<file path="config.mk">
export PLATFORM = sky130hd
export DESIGN_NAME = emc_core
export DESIGN_NICKNAME = d
export VERILOG_FILES = /design/src/logic/emc_pkg.sv /design/src/logic/emc_core.sv
export SDC_FILE = /design/constraint.sdc
export NUM_CORES = 2
export LEC_CHECK = 0
export BUFFER_PORTS_ARGS = -buffer_cell sky130_fd_sc_hd__buf_2
export CAP_MARGIN = 20
export CORE_MARGIN = 2
export CORE_UTILIZATION = 35
export DETAILED_ROUTE_END_ITERATION = 12
export SYNTH_ARGS = -nofsm -noshare
export SYNTH_HDL_FRONTEND = slang
export SYNTH_SLANG_ARGS = --single-unit
</file>
<file path="constraint.sdc">
create_clock -name clk_i -period 17.6 [get_ports clk_i]
set_input_delay 0.88 -clock clk_i [delete_from_list [all_inputs] [get_ports clk_i]]
set_output_delay 0.88 -clock clk_i [all_outputs]
set_load 0.005 [all_outputs]
</file>
<file path="src/logic/emc_pkg.sv">
// Purpose: Shared types and constants for the energy meter channel control block
// Assumes: 25 MHz clock, output word rate 4000 Hz, classic Wishbone slave with 32-bit data
// Notes:   Fractions are unsigned fixed point; Q0.24 unless stated
package emc_pkg;
   // ---------------------------------------------------------------
   // Timing
   // ---------------------------------------------------------------
   localparam int unsigned CLK_HZ = 25_000_000;
   localparam int unsigned RST_HOLD_MS = 130;
   localparam int unsigned RST_HOLD_CYCLES = RST_HOLD_MS * (CLK_HZ / 1000);
   localparam int unsigned OWR_HZ = 4000;
   localparam int unsigned LPF_CUTOFF_HZ = 80;
   // Shift of 3 gives a pole near 2*pi*80/4000
   localparam int unsigned LPF_SHIFT = 3;
   localparam int unsigned DIV_STEPS = 23;
   // ---------------------------------------------------------------
   // Register offsets
   // ---------------------------------------------------------------
   localparam logic [7:0] OFS_FIRST_CFG = 8'h00;
   localparam logic [7:0] OFS_SECOND_CFG = 8'h04;
   localparam logic [7:0] OFS_PRIMARY_STATUS = 8'h08;
   localparam logic [7:0] OFS_COMMAND = 8'h0C;
   localparam logic [7:0] OFS_VZX_THRESH = 8'h10;
   localparam logic [7:0] OFS_IZX_THRESH = 8'h14;
   localparam logic [7:0] OFS_CROSS_COUNT = 8'h18;
   localparam logic [7:0] OFS_FREQ_RATIO = 8'h1C;
   localparam logic [7:0] OFS_MIN_SWITCH = 8'h20;
   localparam logic [7:0] OFS_CHAN_LEVEL = 8'h24;
   localparam logic [7:0] OFS_FIXED_VOLT = 8'h28;
   localparam logic [7:0] OFS_P_TOTAL = 8'h2C;
   localparam logic [7:0] OFS_Q_TOTAL = 8'h30;
   localparam logic [7:0] OFS_S_TOTAL = 8'h34;
   // ---------------------------------------------------------------
   // Fields
   // ---------------------------------------------------------------
   localparam int unsigned CFG0_IZX_BIT = 0;
   localparam int unsigned CFG2_MODE_LO = 0;
   localparam int unsigned CFG2_LPF_BIT = 2;
   localparam int unsigned CFG2_AFC_BIT = 3;
   localparam int unsigned CFG2_BASIS_BIT = 4;
   localparam int unsigned CFG2_HOLD_BIT = 5;
   localparam int unsigned CFG2_FORCE_BIT = 6;
   localparam int unsigned CFG2_FIXED_VOLTAGE_ENABLE_BIT = 7;
   localparam int unsigned STAT_DATA_READY_FLAG_BIT = 0;
   localparam int unsigned STAT_FUP_BIT = 1;
   localparam int unsigned STAT_CHAN_BIT = 8;
   localparam int unsigned STAT_STBY_BIT = 9;
   localparam logic [1:0] MODE_SINGLE = 2'h0;
   localparam logic [1:0] MODE_DUAL = 2'h1;
   localparam logic [31:0] CMD_STANDBY = 32'h00000001;
   localparam logic [31:0] CMD_WAKEUP = 32'h00000002;
   localparam int unsigned LEVEL_FRAC = 23;
   // ---------------------------------------------------------------
   // Reset values
   // ---------------------------------------------------------------
   localparam logic [15:0] RST_CROSS_COUNT = 16'h0064;
   localparam logic [23:0] RST_FREQ_RATIO = 24'h033333;
   localparam logic [23:0] RST_FIXED_VOLT = 24'hB504F3;
   localparam logic [23:0] RST_CHAN_LEVEL = 24'h828F5C;
   // ---------------------------------------------------------------
   // Types
   // ---------------------------------------------------------------
   typedef enum logic {EMC_RUN, EMC_STANDBY} emc_pwr_t;
   typedef struct packed {logic cyc; logic stb; logic we; logic [7:0] adr;
                          logic [3:0] sel; logic [31:0] dat;} emc_wb_req_t;
   typedef struct packed {logic ack; logic [31:0] dat;} emc_wb_rsp_t;
   typedef struct packed {logic tick; logic [23:0] v; logic [23:0] i1; logic [23:0] i2;
                          logic [23:0] v_peak; logic [23:0] i1_peak; logic [23:0] i2_peak; logic [23:0] v_rms;} emc_samples_t;
   typedef struct packed {logic [31:0] p_avg; logic [31:0] q_avg; logic [31:0] s_avg; logic [23:0] i_rms;} emc_chan_t;
   typedef struct packed {logic done; emc_chan_t ch1; emc_chan_t ch2;} emc_lowrate_t;
   typedef struct packed {logic [2:0] adc_pd; logic buf_pd; logic temp_pd; logic sys_run;} emc_power_t;
   typedef struct packed {logic [31:0] p; logic [31:0] q; logic [31:0] s;} emc_totals_t;
endpackage : emc_pkg
</file>
<file path="src/logic/emc_core.sv">
// Purpose: Energy meter channel control: reset hold, power modes, zero crossing, frequency, totals
// Assumes: Samples and low-rate results arrive synchronous to clk_i; one Wishbone classic master
// Notes:   Every register answers with ack one cycle after the request edge
//
// Overview of operation
// [RULE1] Master reset stays asserted 130 ms after power-on indication becomes good.
// [RULE2] Power-on indication is analog fine detector AND digital fine detector.
// [RULE3] Standby powers down converters, rough buffer, temperature sensor; stops system time.
// [RULE4] Wake-up clears converter power-downs and restarts system time.
// [RULE5] Finished standby or wake-up sets the data-ready flag.
// [RULE6] Crossings use voltage and one current channel chosen by a config bit.
// [RULE7] Optional 80 Hz low-pass filter ahead of crossing detection.
// [RULE8] Crossings only count while channel peak exceeds its own threshold.
// [RULE9] Frequency measurement runs only while automatic calculation bit is set.
// [RULE10] Measurement spans programmable crossing count, default 100.
// [RULE11] Each result updates frequency ratio and sets frequency-update flag.
// [RULE12] Results are only valid for 40 Hz to 75 Hz line frequency.
// [RULE13] Frequency ratio is line frequency over word rate, default 0.0125, drives quadrature gain.
// [RULE14] Mode 01 totals are half the sum of both channel results.
// [RULE15] Mode 00 totals copy the selected current channel's results.
// [RULE16] Automatic pick uses larger active power or RMS current per basis bit.
// [RULE17] Automatic switching only while one channel exceeds the minimum amplitude.
// [RULE18] Switch only when other channel exceeds active times channel level.
// [RULE19] Hold bit stops automatic selection; force bit then picks the channel.
// [RULE20] Fixed-voltage bit substitutes programmable RMS voltage, default 0.707107.
// [RULE21] Fixed voltage feeds only active power paths, never reactive.
// [RULE22] Totals and selection are re-evaluated once per low-rate interval.
//
// Local design decisions: the register addresses and the Wishbone slave port.
`timescale 1ns/1ps
`default_nettype none
module emc_core #(
   parameter int unsigned MASTER_RST_CYCLES = emc_pkg::RST_HOLD_CYCLES
) (
   input wire logic clk_i,
   input wire logic rst_i,
   input wire logic por_fine_analog_i,
   input wire logic por_fine_digital_i,
   input wire emc_pkg::emc_wb_req_t wb_req_i,
   output emc_pkg::emc_wb_rsp_t wb_rsp_o,
   input wire emc_pkg::emc_samples_t samples_i,
   input wire emc_pkg::emc_lowrate_t lowrate_i,
   output logic master_rst_o,
   output emc_pkg::emc_power_t power_o,
   output logic zx_voltage_o,
   output logic zx_current_o,
   output logic [23:0] freq_ratio_o,
   output logic chan_sel_o,
   output emc_pkg::emc_totals_t totals_o,
   output logic [23:0] v_active_o,
   output logic [23:0] v_reactive_o
);
   import emc_pkg::*;

   // ---------------------------------------------------------------
   // State
   // ---------------------------------------------------------------
   typedef struct packed {
      logic [22:0] rst_cnt; logic mrst;
      emc_pwr_t pwr; logic [2:0] adc_pd; logic buf_pd; logic temp_pd;
      logic cfg0_izx; logic [7:0] cfg2; logic data_ready_flag; logic freq_update_flag;
      logic [23:0] vzx_th; logic [23:0] izx_th; logic [15:0] crossing_count_setting; logic [23:0] eps;
      logic [31:0] min_amp; logic [23:0] lvl; logic [23:0] fixed_voltage_enable_val;
      logic [23:0] v_f; logic [23:0] i_f; logic v_sgn; logic i_sgn; logic zx_v; logic zx_i;
      logic armed; logic [15:0] zx_cnt; logic [31:0] ticks;
      logic busy; logic [4:0] step; logic [32:0] rem; logic [31:0] den; logic [23:0] quo;
      logic chan; emc_totals_t tot; logic [23:0] v_act; logic [23:0] v_react;
      logic ack; logic [31:0] rdat;
   } emc_state_t;

   localparam logic [22:0] HOLD_M1 = 23'(MASTER_RST_CYCLES - 1);

   emc_state_t s_q;
   emc_state_t s_d;

   function automatic logic [31:0] emc_merge(input logic [31:0] old, input logic [31:0] nw, input logic [3:0] sel);
      logic [31:0] r;
      r = old;
      for (int b = 0; b < 4; b++) begin
         if (sel[b]) begin
            r[b*8 +: 8] = nw[b*8 +: 8];
         end
      end
      return r;
   endfunction : emc_merge

   function automatic logic [31:0] emc_half_sum(input logic [31:0] a, input logic [31:0] b);
      logic [32:0] s;
      s = {a[31], a} + {b[31], b};
      return s[32:1];
   endfunction : emc_half_sum

   function automatic logic [31:0] emc_abs(input logic [31:0] a);
      return a[31] ? 32'(-a) : a;
   endfunction : emc_abs

   logic por_good;
   logic wb_hit;
   logic wb_wr;
   logic [31:0] wdat;
   logic [31:0] rmux;
   logic [24:0] v_lp, i_lp;
   logic [23:0] i_smp;
   logic [23:0] i_pk;
   logic [23:0] v_det, i_det;
   logic v_cross, i_cross;
   logic [32:0] rem2;
   logic [31:0] m1, m2;
   logic [55:0] act_scaled, oth_scaled;
   logic run;

   assign por_good = por_fine_analog_i & por_fine_digital_i;  // [RULE2]
   assign run = (s_q.pwr == EMC_RUN);
   assign wb_hit = wb_req_i.cyc & wb_req_i.stb & ~s_q.ack;
   assign wb_wr = wb_req_i.cyc & wb_req_i.stb & wb_req_i.we & s_q.ack;

   // ---------------------------------------------------------------
   // Read mux
   // ---------------------------------------------------------------
   always_comb begin
      rmux = 32'h00000000;
      unique case (wb_req_i.adr)
         OFS_FIRST_CFG: rmux[CFG0_IZX_BIT] = s_q.cfg0_izx;
         OFS_SECOND_CFG: rmux[7:0] = s_q.cfg2;
         OFS_PRIMARY_STATUS: begin
            rmux[STAT_DATA_READY_FLAG_BIT] = s_q.data_ready_flag;
            rmux[STAT_FUP_BIT] = s_q.freq_update_flag;
            rmux[STAT_CHAN_BIT] = s_q.chan;
            rmux[STAT_STBY_BIT] = ~run;
         end
         OFS_VZX_THRESH: rmux[23:0] = s_q.vzx_th;
         OFS_IZX_THRESH: rmux[23:0] = s_q.izx_th;
         OFS_CROSS_COUNT: rmux[15:0] = s_q.crossing_count_setting;
         OFS_FREQ_RATIO: rmux[23:0] = s_q.eps;
         OFS_MIN_SWITCH: rmux = s_q.min_amp;
         OFS_CHAN_LEVEL: rmux[23:0] = s_q.lvl;
         OFS_FIXED_VOLT: rmux[23:0] = s_q.fixed_voltage_enable_val;
         OFS_P_TOTAL: rmux = s_q.tot.p;
         OFS_Q_TOTAL: rmux = s_q.tot.q;
         OFS_S_TOTAL: rmux = s_q.tot.s;
         default: rmux = 32'h00000000;
      endcase
   end

   // ---------------------------------------------------------------
   // Next state
   // ---------------------------------------------------------------
   always_comb begin
      s_d = s_q;
      wdat = 32'h00000000;
      rem2 = 33'h000000000;
      s_d.ack = wb_hit;
      s_d.rdat = wb_hit ? rmux : s_q.rdat;
      s_d.zx_v = 1'b0;
      s_d.zx_i = 1'b0;

      // Master reset hold
      if (!por_good) begin
         s_d.rst_cnt = '0;
         s_d.mrst = 1'b1;
      end else if (s_q.mrst) begin
         if (s_q.rst_cnt == HOLD_M1) begin
            s_d.mrst = 1'b0;  // [RULE1]
         end else begin
            s_d.rst_cnt = s_q.rst_cnt + 23'h000001;  // [RULE1]
         end
      end

      // Register writes
      if (wb_wr) begin
         unique case (wb_req_i.adr)
            OFS_FIRST_CFG: begin
               wdat = emc_merge({31'h0, s_q.cfg0_izx}, wb_req_i.dat, wb_req_i.sel);
               s_d.cfg0_izx = wdat[CFG0_IZX_BIT];
            end
            OFS_SECOND_CFG: begin
               wdat = emc_merge({24'h0, s_q.cfg2}, wb_req_i.dat, wb_req_i.sel);
               s_d.cfg2 = wdat[7:0];
            end
            OFS_PRIMARY_STATUS: begin
               if (wb_req_i.sel[0] && wb_req_i.dat[STAT_DATA_READY_FLAG_BIT]) s_d.data_ready_flag = 1'b0;
               if (wb_req_i.sel[0] && wb_req_i.dat[STAT_FUP_BIT]) s_d.freq_update_flag = 1'b0;
            end
            OFS_COMMAND: begin
               if (wb_req_i.dat == CMD_STANDBY) begin
                  s_d.pwr = EMC_STANDBY;  // [RULE3]
                  s_d.adc_pd = 3'h7;  // [RULE3]
                  s_d.buf_pd = 1'b1;
                  s_d.temp_pd = 1'b1;
                  s_d.data_ready_flag = 1'b1;  // [RULE5]
               end else if (wb_req_i.dat == CMD_WAKEUP) begin
                  s_d.pwr = EMC_RUN;  // [RULE4]
                  s_d.adc_pd = 3'h0;  // [RULE4]
                  s_d.buf_pd = 1'b0;
                  s_d.temp_pd = 1'b0;
                  s_d.data_ready_flag = 1'b1;  // [RULE5]
               end
            end
            OFS_VZX_THRESH: begin
               wdat = emc_merge({8'h0, s_q.vzx_th}, wb_req_i.dat, wb_req_i.sel);
               s_d.vzx_th = wdat[23:0];
            end
            OFS_IZX_THRESH: begin
               wdat = emc_merge({8'h0, s_q.izx_th}, wb_req_i.dat, wb_req_i.sel);
               s_d.izx_th = wdat[23:0];
            end
            OFS_CROSS_COUNT: begin
               wdat = emc_merge({16'h0, s_q.crossing_count_setting}, wb_req_i.dat, wb_req_i.sel);
               s_d.crossing_count_setting = wdat[15:0];
            end
            OFS_FREQ_RATIO: begin
               wdat = emc_merge({8'h0, s_q.eps}, wb_req_i.dat, wb_req_i.sel);
               s_d.eps = wdat[23:0];
            end
            OFS_MIN_SWITCH: s_d.min_amp = emc_merge(s_q.min_amp, wb_req_i.dat, wb_req_i.sel);
            OFS_CHAN_LEVEL: begin
               wdat = emc_merge({8'h0, s_q.lvl}, wb_req_i.dat, wb_req_i.sel);
               s_d.lvl = wdat[23:0];
            end
            OFS_FIXED_VOLT: begin
               wdat = emc_merge({8'h0, s_q.fixed_voltage_enable_val}, wb_req_i.dat, wb_req_i.sel);
               s_d.fixed_voltage_enable_val = wdat[23:0];
            end
            default: s_d.ack = s_d.ack;
         endcase
      end

      // Crossing detection
      if (samples_i.tick && run) begin
         s_d.v_f = v_lp[23:0];  // [RULE7]
         s_d.i_f = i_lp[23:0];  // [RULE7]
         s_d.v_sgn = v_det[23];
         s_d.i_sgn = i_det[23];
         s_d.zx_v = v_cross;
         s_d.zx_i = i_cross;
         // Frequency measurement
         if (s_q.cfg2[CFG2_AFC_BIT] && !s_q.busy) begin  // [RULE9]
            s_d.ticks = s_q.ticks + 32'h00000001;
            if (v_cross) begin
               if (!s_q.armed) begin
                  s_d.armed = 1'b1;
                  s_d.ticks = 32'h00000000;
                  s_d.zx_cnt = 16'h0000;
               end else if (s_q.zx_cnt + 16'h0001 >= s_q.crossing_count_setting) begin  // [RULE10]
                  s_d.busy = 1'b1;
                  s_d.step = 5'h00;
                  s_d.rem = {17'h00000, s_q.crossing_count_setting};
                  s_d.den = s_q.ticks + 32'h00000001;
                  s_d.quo = 24'h000000;
                  s_d.ticks = 32'h00000000;
                  s_d.zx_cnt = 16'h0000;
               end else begin
                  s_d.zx_cnt = s_q.zx_cnt + 16'h0001;
               end
            end
         end else if (!s_q.cfg2[CFG2_AFC_BIT]) begin
            s_d.armed = 1'b0;
         end
      end

      // Ratio = crossings / (2 * ticks); valid only for 40..75 Hz lines  [RULE12]
      if (s_q.busy) begin
         rem2 = {s_q.rem[31:0], 1'b0};
         if (rem2 >= {1'b0, s_q.den}) begin
            s_d.rem = 33'(rem2 - {1'b0, s_q.den});
            s_d.quo = {s_q.quo[22:0], 1'b1};
         end else begin
            s_d.rem = rem2;
            s_d.quo = {s_q.quo[22:0], 1'b0};
         end
         s_d.step = s_q.step + 5'h01;
         if (s_q.step == 5'(DIV_STEPS - 1)) begin
            s_d.busy = 1'b0;
            s_d.eps = {s_q.quo[22:0], rem2 >= {1'b0, s_q.den}};  // [RULE11] [RULE13]
            s_d.freq_update_flag = 1'b1;  // [RULE11]
         end
      end

      // Low-rate evaluation
      if (lowrate_i.done && run) begin  // [RULE22]
         if (s_q.cfg2[CFG2_HOLD_BIT]) begin
            s_d.chan = s_q.cfg2[CFG2_FORCE_BIT];  // [RULE19]
         end else if (m1 > s_q.min_amp || m2 > s_q.min_amp) begin  // [RULE17]
            if (oth_scaled > act_scaled) begin  // [RULE18]
               s_d.chan = ~s_q.chan;  // [RULE16]
            end
         end
         if (s_q.cfg2[CFG2_MODE_LO +: 2] == MODE_DUAL) begin
            s_d.tot.p = emc_half_sum(lowrate_i.ch1.p_avg, lowrate_i.ch2.p_avg);  // [RULE14]
            s_d.tot.q = emc_half_sum(lowrate_i.ch1.q_avg, lowrate_i.ch2.q_avg);  // [RULE14]
            s_d.tot.s = emc_half_sum(lowrate_i.ch1.s_avg, lowrate_i.ch2.s_avg);  // [RULE14]
         end else if (s_d.chan) begin
            s_d.tot = {lowrate_i.ch2.p_avg, lowrate_i.ch2.q_avg, lowrate_i.ch2.s_avg};  // [RULE15]
         end else begin
            s_d.tot = {lowrate_i.ch1.p_avg, lowrate_i.ch1.q_avg, lowrate_i.ch1.s_avg};  // [RULE15]
         end
      end

      // Voltage feeding the power paths
      s_d.v_act = s_q.cfg2[CFG2_FIXED_VOLTAGE_ENABLE_BIT] ? s_q.fixed_voltage_enable_val : samples_i.v_rms;  // [RULE20]
      s_d.v_react = samples_i.v_rms;  // [RULE21]
   end

   // ---------------------------------------------------------------
   // Datapath helpers
   // ---------------------------------------------------------------
   always_comb begin
      i_smp = s_q.cfg0_izx ? samples_i.i2 : samples_i.i1;  // [RULE6]
      i_pk = s_q.cfg0_izx ? samples_i.i2_peak : samples_i.i1_peak;  // [RULE6]
      v_lp = {s_q.v_f[23], s_q.v_f}
         + 25'($signed({samples_i.v[23], samples_i.v} - {s_q.v_f[23], s_q.v_f}) >>> LPF_SHIFT);
      i_lp = {s_q.i_f[23], s_q.i_f} + 25'($signed({i_smp[23], i_smp} - {s_q.i_f[23], s_q.i_f}) >>> LPF_SHIFT);
      v_det = s_q.cfg2[CFG2_LPF_BIT] ? v_lp[23:0] : samples_i.v;  // [RULE7]
      i_det = s_q.cfg2[CFG2_LPF_BIT] ? i_lp[23:0] : i_smp;  // [RULE7]
      v_cross = (v_det[23] != s_q.v_sgn) && (samples_i.v_peak > s_q.vzx_th);  // [RULE8]
      i_cross = (i_det[23] != s_q.i_sgn) && (i_pk > s_q.izx_th);  // [RULE8]
      m1 = s_q.cfg2[CFG2_BASIS_BIT] ? {8'h00, lowrate_i.ch1.i_rms} : emc_abs(lowrate_i.ch1.p_avg);  // [RULE16]
      m2 = s_q.cfg2[CFG2_BASIS_BIT] ? {8'h00, lowrate_i.ch2.i_rms} : emc_abs(lowrate_i.ch2.p_avg);  // [RULE16]
      act_scaled = 56'(s_q.chan ? m2 : m1) * 56'(s_q.lvl);  // [RULE18]
      oth_scaled = {1'b0, (s_q.chan ? m1 : m2), 23'h000000};
   end

   always_ff @(posedge clk_i) begin
      if (rst_i) begin
         s_q <= '0;
         s_q.mrst <= 1'b1;
         s_q.pwr <= EMC_RUN;
         s_q.crossing_count_setting <= RST_CROSS_COUNT;  // [RULE10]
         s_q.eps <= RST_FREQ_RATIO;  // [RULE13]
         s_q.lvl <= RST_CHAN_LEVEL;
         s_q.fixed_voltage_enable_val <= RST_FIXED_VOLT;  // [RULE20]
      end else begin
         s_q <= s_d;
      end
   end

   // ---------------------------------------------------------------
   // Outputs
   // ---------------------------------------------------------------
   assign wb_rsp_o = '{ack: s_q.ack, dat: s_q.rdat};
   assign master_rst_o = s_q.mrst;
   assign power_o = '{adc_pd: s_q.adc_pd, buf_pd: s_q.buf_pd, temp_pd: s_q.temp_pd, sys_run: run};
   assign zx_voltage_o = s_q.zx_v;
   assign zx_current_o = s_q.zx_i;
   assign freq_ratio_o = s_q.eps;
   assign chan_sel_o = s_q.chan;
   assign totals_o = s_q.tot;
   assign v_active_o = s_q.v_act;
   assign v_reactive_o = s_q.v_react;

   // ---------------------------------------------------------------
   // Checks
   // ---------------------------------------------------------------
   logic [22:0] good_run_q;
   logic cmd_wr;
   always_ff @(posedge clk_i) begin
      if (rst_i || !por_good) begin
         good_run_q <= '0;
      end else if (good_run_q != '1) begin
         good_run_q <= good_run_q + 23'h000001;
      end
   end
   assign cmd_wr = wb_wr && (wb_req_i.adr == OFS_COMMAND);
endmodule : emc_core
`default_nettype wire

</file>
## Yosys cells after proc, flatten, opt, wreduce, memory -nomap -nowiden

Index checks and enable logic that the tools add are counted.

- Bits in registers: 581
- Input bits: 461
- Output and inout bits: 211
- Logic and storage cells: 236

- Add/subtract/negate cells: 14
- $mul: 1
- Order comparisons: 7
- Equality and inequality tests: 24
- Muxes and demuxes: 81
- Bitwise operators: 11
- Reduce and logical (&&, ||, !) cells: 47

Operators by type and width:

| cell | number |
|---|---|
| 24-bit two-way mux | 12 |
| 95-bit two-way mux | 3 |
| 32-bit two-way mux | 7 |
| 96-bit two-way mux | 2 |
| 169-bit two-way mux | 1 |
| 8-bit two-way mux | 21 |
| 144-bit two-way mux | 1 |
| 127-bit two-way mux | 1 |
| 32-bit by 32-bit adder with 33-bit output | 3 |
| 8-bit one-hot mux with 9 select lines | 1 |
| 3-bit AND reduction | 23 |
| 6-bit one-hot mux with 11 select lines | 1 |
| 32-bit greater-than comparator | 2 |
| 32-bit negator | 2 |
| 6-bit one-hot mux with 10 select lines | 1 |
| 55-bit by 56-bit greater-than comparator with 1-bit output | 1 |
| 32-bit by 24-bit multiplier with 56-bit output | 1 |
| 24-bit by 24-bit subtractor with 25-bit output | 2 |
| 24-bit by 22-bit adder with 24-bit output | 2 |
| 8-bit by 6-bit equality test with 1-bit output (second input constant) | 6 |
| 24-bit greater-than comparator | 2 |
| 48-bit two-way mux | 1 |
| 39-bit two-way mux | 1 |
| 33-bit by 32-bit >= comparator with 1-bit output | 1 |
| other kinds (39) | 87 |

## Logic depth before layout (Yosys ltp)

- Depth after elaboration: 12
- Gate-level depth with buffers: 54
- Depth with buffers taken out: 52

## Worst setup path after synthesis

Ideal clock, no wire load.

- Path kind: input port to flip-flop
- From: in lowrate_i[89] (netlist name)
- To: reg s_q (netlist bit totals_o[77])
- Data arrival time: 12.815 ns
- Data required time: 17.463 ns
- Path slack: 4.648 ns
- Stages on the path: 51
- Path buffers: 2
- Path through: inv_1 -> ha_1 -> nand2_1 -> or4_1 -> or4_4 -> or3_4 -> or4_1 -> or2_1 -> o21ai_2 -> xor2_1 -> nor2_1 -> mux2_4 -> and2_1 -> fa_1 -> inv_1 -> fa_1 -> fa_1 -> fa_1 -> [... 15 more ...] -> o21ai_0 -> a21oi_1 -> o21ai_0 -> xnor2_1 -> ha_1 -> nand3_1 -> nor4_1 -> nand4_1 -> a2111oi_0 -> and3_1 -> nand4_1 -> o31a_1 -> and4_1 -> nor3_2 -> buf_4 -> buf_2 -> mux2i_1 -> o221ai_1

- Word-level cells in the longest chain between the ends: 12

Ends and longest elaborated chain:

| element | RTL line | text |
|---|---|---|
| start, declared | emc_core.sv:42 | `input wire emc_pkg::emc_lowrate_t lowrate_i,` |
| 32-bit negator | emc_core.sv:94 | `return a[31] ? 32'(-a) : a;` |
| 32-bit two-way mux | emc_core.sv:94 |  |
| 32-bit two-way mux | emc_core.sv:318 | `m2 = s_q.cfg2[CFG2_BASIS_BIT] ? {8'h00, lowrate_i.ch2.i_rms} : emc_abs(lowrate_i.ch2.p_avg);` |
| 32-bit two-way mux | emc_core.sv:319 | `act_scaled = 56'(s_q.chan ? m2 : m1) * 56'(s_q.lvl);` |
| 32-bit by 24-bit multiplier with 56-bit output | emc_core.sv:319 |  |
| 55-bit by 56-bit greater-than comparator with 1-bit output | emc_core.sv:284 | `if (oth_scaled > act_scaled) begin` |
| 1-bit two-way mux | emc_core.sv:284 |  |
| 1-bit two-way mux | emc_core.sv:283 | `end else if (m1 > s_q.min_amp \|\| m2 > s_q.min_amp) begin` |
| 1-bit two-way mux | emc_core.sv:281 | `if (s_q.cfg2[CFG2_HOLD_BIT]) begin` |
| 1-bit two-way mux | emc_core.sv:280 | `if (lowrate_i.done && run) begin` |
| 96-bit two-way mux | emc_core.sv:292 | `end else if (s_d.chan) begin` |
| 96-bit two-way mux (*) | emc_core.sv:288 | `if (s_q.cfg2[CFG2_MODE_LO +: 2] == MODE_DUAL) begin` |
| end, declared | emc_core.sv:73 | `emc_state_t s_q;` |

Every way passes the cells marked *; elsewhere a longest branch is shown, timed or not. The select of a mux whose other input is x is not followed.
A chain may end at the register's enable or synchronous reset.

## Worst setup path in the final report

- From: in lowrate_i[221] (netlist name)
- To: reg s_q (netlist bit totals_o[52])

- Word-level cells in the longest chain between the ends: 12

Ends and longest elaborated chain:

| element | RTL line | text |
|---|---|---|
| 32-bit negator | emc_core.sv:94 |  |
| 32-bit two-way mux (*) | emc_core.sv:94 |  |
| 32-bit two-way mux (*) | emc_core.sv:317 | `m1 = s_q.cfg2[CFG2_BASIS_BIT] ? {8'h00, lowrate_i.ch1.i_rms} : emc_abs(lowrate_i.ch1.p_avg);` |
| 32-bit two-way mux | emc_core.sv:319 |  |
| 32-bit by 24-bit multiplier with 56-bit output | emc_core.sv:319 |  |
| 55-bit by 56-bit greater-than comparator with 1-bit output | emc_core.sv:284 |  |
| 1-bit two-way mux | emc_core.sv:284 |  |
| 1-bit two-way mux (*) | emc_core.sv:283 |  |
| 1-bit two-way mux (*) | emc_core.sv:281 |  |
| 1-bit two-way mux (*) | emc_core.sv:280 |  |
| 96-bit two-way mux (*) | emc_core.sv:292 |  |
| 96-bit two-way mux (*) | emc_core.sv:288 |  |

Marked as above.

==> flow_metrics.env <==
export IMPL_start_util=0.352
export IMPL_io_buffer_count=671
export IMPL_min_period_ns=15.33
export IMPL_clock_skew_ns=0.0452
export IMPL_vias=63700
export IMPL_critPathLaunchType="input pin"
export IMPL_synth_top_area_cell="fa_1"
export IMPL_drtPass1Iterations=6
export IMPL_hold_end="totals_o[53]"
export IMPL_setup_violations=0
export IMPL_synthFlopType="dfxtp_1"
export IMPL_cts_setup_buffers=0
export IMPL_synth_top_family_by_area="adder cells"
export IMPL_die_x_um=447
export IMPL_die_area_um2=200000
export IMPL_antenna_found_initial=55
export IMPL_r2r_start="s_q[548]"
export IMPL_first_iter_violations=6509
export IMPL_yosysSeqAreaShare=0.168
export IMPL_synth_compound_area_frac=0.161
export IMPL_finalSetupTns_ns=0
export IMPL_synth_nets=10100
export IMPL_crit_slowest_cell="mux2i_4"
export IMPL_worst_path_largest_cell_delay_ns=0.94
export IMPL_grt_ovfl_total=0
export IMPL_wl_met2_mm=127
export IMPL_max_freq_mhz=65.2
export IMPL_wl_met1_mm=111
export IMPL_async_flop_share=0
export IMPL_final_max_slew_viol_count=0
export IMPL_hold_buffers=0
export IMPL_grt_total_usage=0.282
export IMPL_dpl_hpwl_mm=228
export IMPL_synthCells=8447
export IMPL_worst_path_max_fanout=24
export IMPL_core_rowCount=162
export IMPL_highest_layer="met5"
export IMPL_rr_worst_depth=42
export IMPL_synth_mux_area_frac=0.0427
export IMPL_reg2reg_slack_ns=2.92
export IMPL_yosys_area_top_type_share=0.194
export IMPL_syn_area_um2=68700
export IMPL_cts_tree="yes"
export IMPL_synthAdderAreaFrac=0.297
export IMPL_fillers=20100
export IMPL_wl_met3_mm=24.4
export IMPL_io_pins=672
export IMPL_hold_viol=0
export IMPL_synthTopCellsByArea="fa_1 (19%), dfxtp_1 (17%), ha_1 (10%)"
export IMPL_drc=0
export IMPL_synthXorXnorAreaFrac=0.0430
export IMPL_totalWireLength_mm=287
export IMPL_synth_edff_count=0
export IMPL_min_delay_start="lowrate_i[197]"
export IMPL_criticalPathCategory="in -> reg"
export IMPL_drive_above_1_share=0.127
export IMPL_cts_num_sinks=576
export IMPL_grt_pass1_vias=63000
export IMPL_synth_seq_cells=576
export IMPL_ant_nets=0
export IMPL_holdPathStages=3
export IMPL_outcome="complete, no violations"
export IMPL_syn_avg_cell_area_um2=8.13
export IMPL_yosys_warnings=0
export IMPL_layout_common_cells="inv_1 (1028), nand2_1 (1002), buf_2 (670)"
export IMPL_numCtsBuffers=70
export IMPL_synth_distinct_cells=94
export IMPL_core_area_um2=195000
export IMPL_endpoint_kind="flip-flop"
export IMPL_grt_max_degree=174
export IMPL_ctsHtreeMaxLevel=3
export IMPL_hp_class="in -> reg"
export IMPL_max_cap_viol_count=0
export IMPL_synthSimpleGateAreaFrac=0.184
export IMPL_die_height_um=447
export IMPL_path_clk_slew_ns=0.06
export IMPL_place_gp_congestion=0.991
export IMPL_grt_setup_unrepaired="no"
export IMPL_cp_common_cell="fa_1"
export IMPL_cts_resized=0
export IMPL_cts_path_max_buffers=3
export IMPL_nets=10300
export IMPL_cts_root_buf="clkbuf_16"
export IMPL_vias_per_cell=5.61
export IMPL_crit_required_ns=18.18
export IMPL_insertion_delay_ns=0.71
export IMPL_drt_wirelength_per_cell_um=25.3
export IMPL_worst_pin_slew_ns=1.22
export IMPL_area_growth_pct=10.1
export IMPL_slew_headroom=0.184
export IMPL_arrival_ns=15.91
export IMPL_grt_first_pass_wirelength_mm=419
export IMPL_layout_commonest_cell="inv_1"
export IMPL_reg2reg_to="totals_o[52]"
export IMPL_min_period_over_period=0.871
synthesized netlist by cell type (12+ instances only):
cell type     n
inv_1      1029
nand2_1    1003
fa_1        664
dfxtp_1     576
ha_1        566
a21oi_1     530
and2_1      452
nor2_1      410
clkbuf_1    384
o21ai_0     340
nand3_1     253
buf_4       212
mux2i_1     193
xor2_1      179
xnor2_1     158
a21o_1      123
nor3_1      100
mux2_2       85
a211oi_1     83
nor2b_1      78
nand4_1      70
a31oi_1      68
a22oi_1      67
o31ai_1      58
o21a_1       52
a22o_1       51
a221oi_1     47
nand2b_1     47
and3_1       46
o211ai_1     46
a311oi_1     44
nor4_1       40
buf_1        33
or3_1        30
o21bai_1     22
o221ai_1     21
buf_2        16
or2_2        16
a222oi_1     14
o41ai_1      13
or3b_2       13
and4_1       12
kinds of logic (layout without fill, tap and decap cells):
group                    Yosys count  in the layout
multiplexers                     281            281
buffers and inverters           1683           1930
other                              0             33
flip-flops                       576            576
AO/OA/AOI/OAI                   1714           1714
XOR/XNOR                         337            337
adder cells (fa/ha/maj)         1230           1230
AND/OR/NAND/NOR                 2626           2626
metrics by stage:
| stage | instances | hold slack (ns) | area [um^2] | util | setup slack [ns] |
|---|---|---|---|---|---|
| after floorplan | 8447 | 0.436 | 68700 | - | 4.65 |
| after detailed placement | 11200 | 0.448 | 73200 | 0.375 | 1.97 |
| final | 11400 | 0.436 | 75600 | 0.388 | 2.27 |
| after CTS | 11300 | 0.397 | 75500 | 0.387 | 2.66 |
| after global placement | 11200 | 0.441 | 73200 | 0.375 | 2.15 |
| after global routing | 11300 | 0.425 | 75500 | 0.387 | 1.54 |
cell type report:
cell class,count,area [um^2],area share
Inverter,1031,3870,0.0512
Clock inverter,36,389,0.00515
Antenna cell,33,82.6,0.00109
Tap cell,2624,3280,0.0434
Sequential cell,576,11600,0.153
Timing Repair Buffer,776,4210,0.0557
Multi-Input combinational cell,6188,50300,0.665
Clock buffer,87,1920,0.0254
registers in the layout, summed over array words and instances (netlist names):
name	flops
s_q	370
totals_o	96
wb_rsp_o	33
freq_ratio_o	24
v_active_o	24
v_reactive_o	24
chan_sel_o	1
master_rst_o	1
power_o	1
zx_current_o	1
zx_voltage_o	1
worst max-delay path, delay by kind of cell:
family                     cells  cell delay (ns)
and+or+nand+nor               14             4.57
buffers and inverters          5             0.83
AOI/OAI and AO/OA             15             3.91
xor gates and xnor gates       2             0.17
adders and majority gates      9             4.33
muxes                          2             1.21
worst max path at each step:
stage                         from            to  slack (ns)
floorplan            lowrate_i[89]  totals_o[77]        4.65
global placement     lowrate_i[89]  totals_o[30]        2.15
detailed placement   lowrate_i[89]  totals_o[52]        1.97
CTS                  lowrate_i[89]  totals_o[52]        2.66
global route        lowrate_i[221]  totals_o[52]        1.54
finish              lowrate_i[221]  totals_o[52]        2.27
per-layer routing:
layer,GRT usage,up-vias
met5,0,-
met4,0.205,32
met3,0.0586,791
met2,0.441,3004
met1,0.344,31300
li1,-,28600
Power is not shown: default switching activity piles up to over one toggle a cycle in this logic, so the estimate is an artifact.
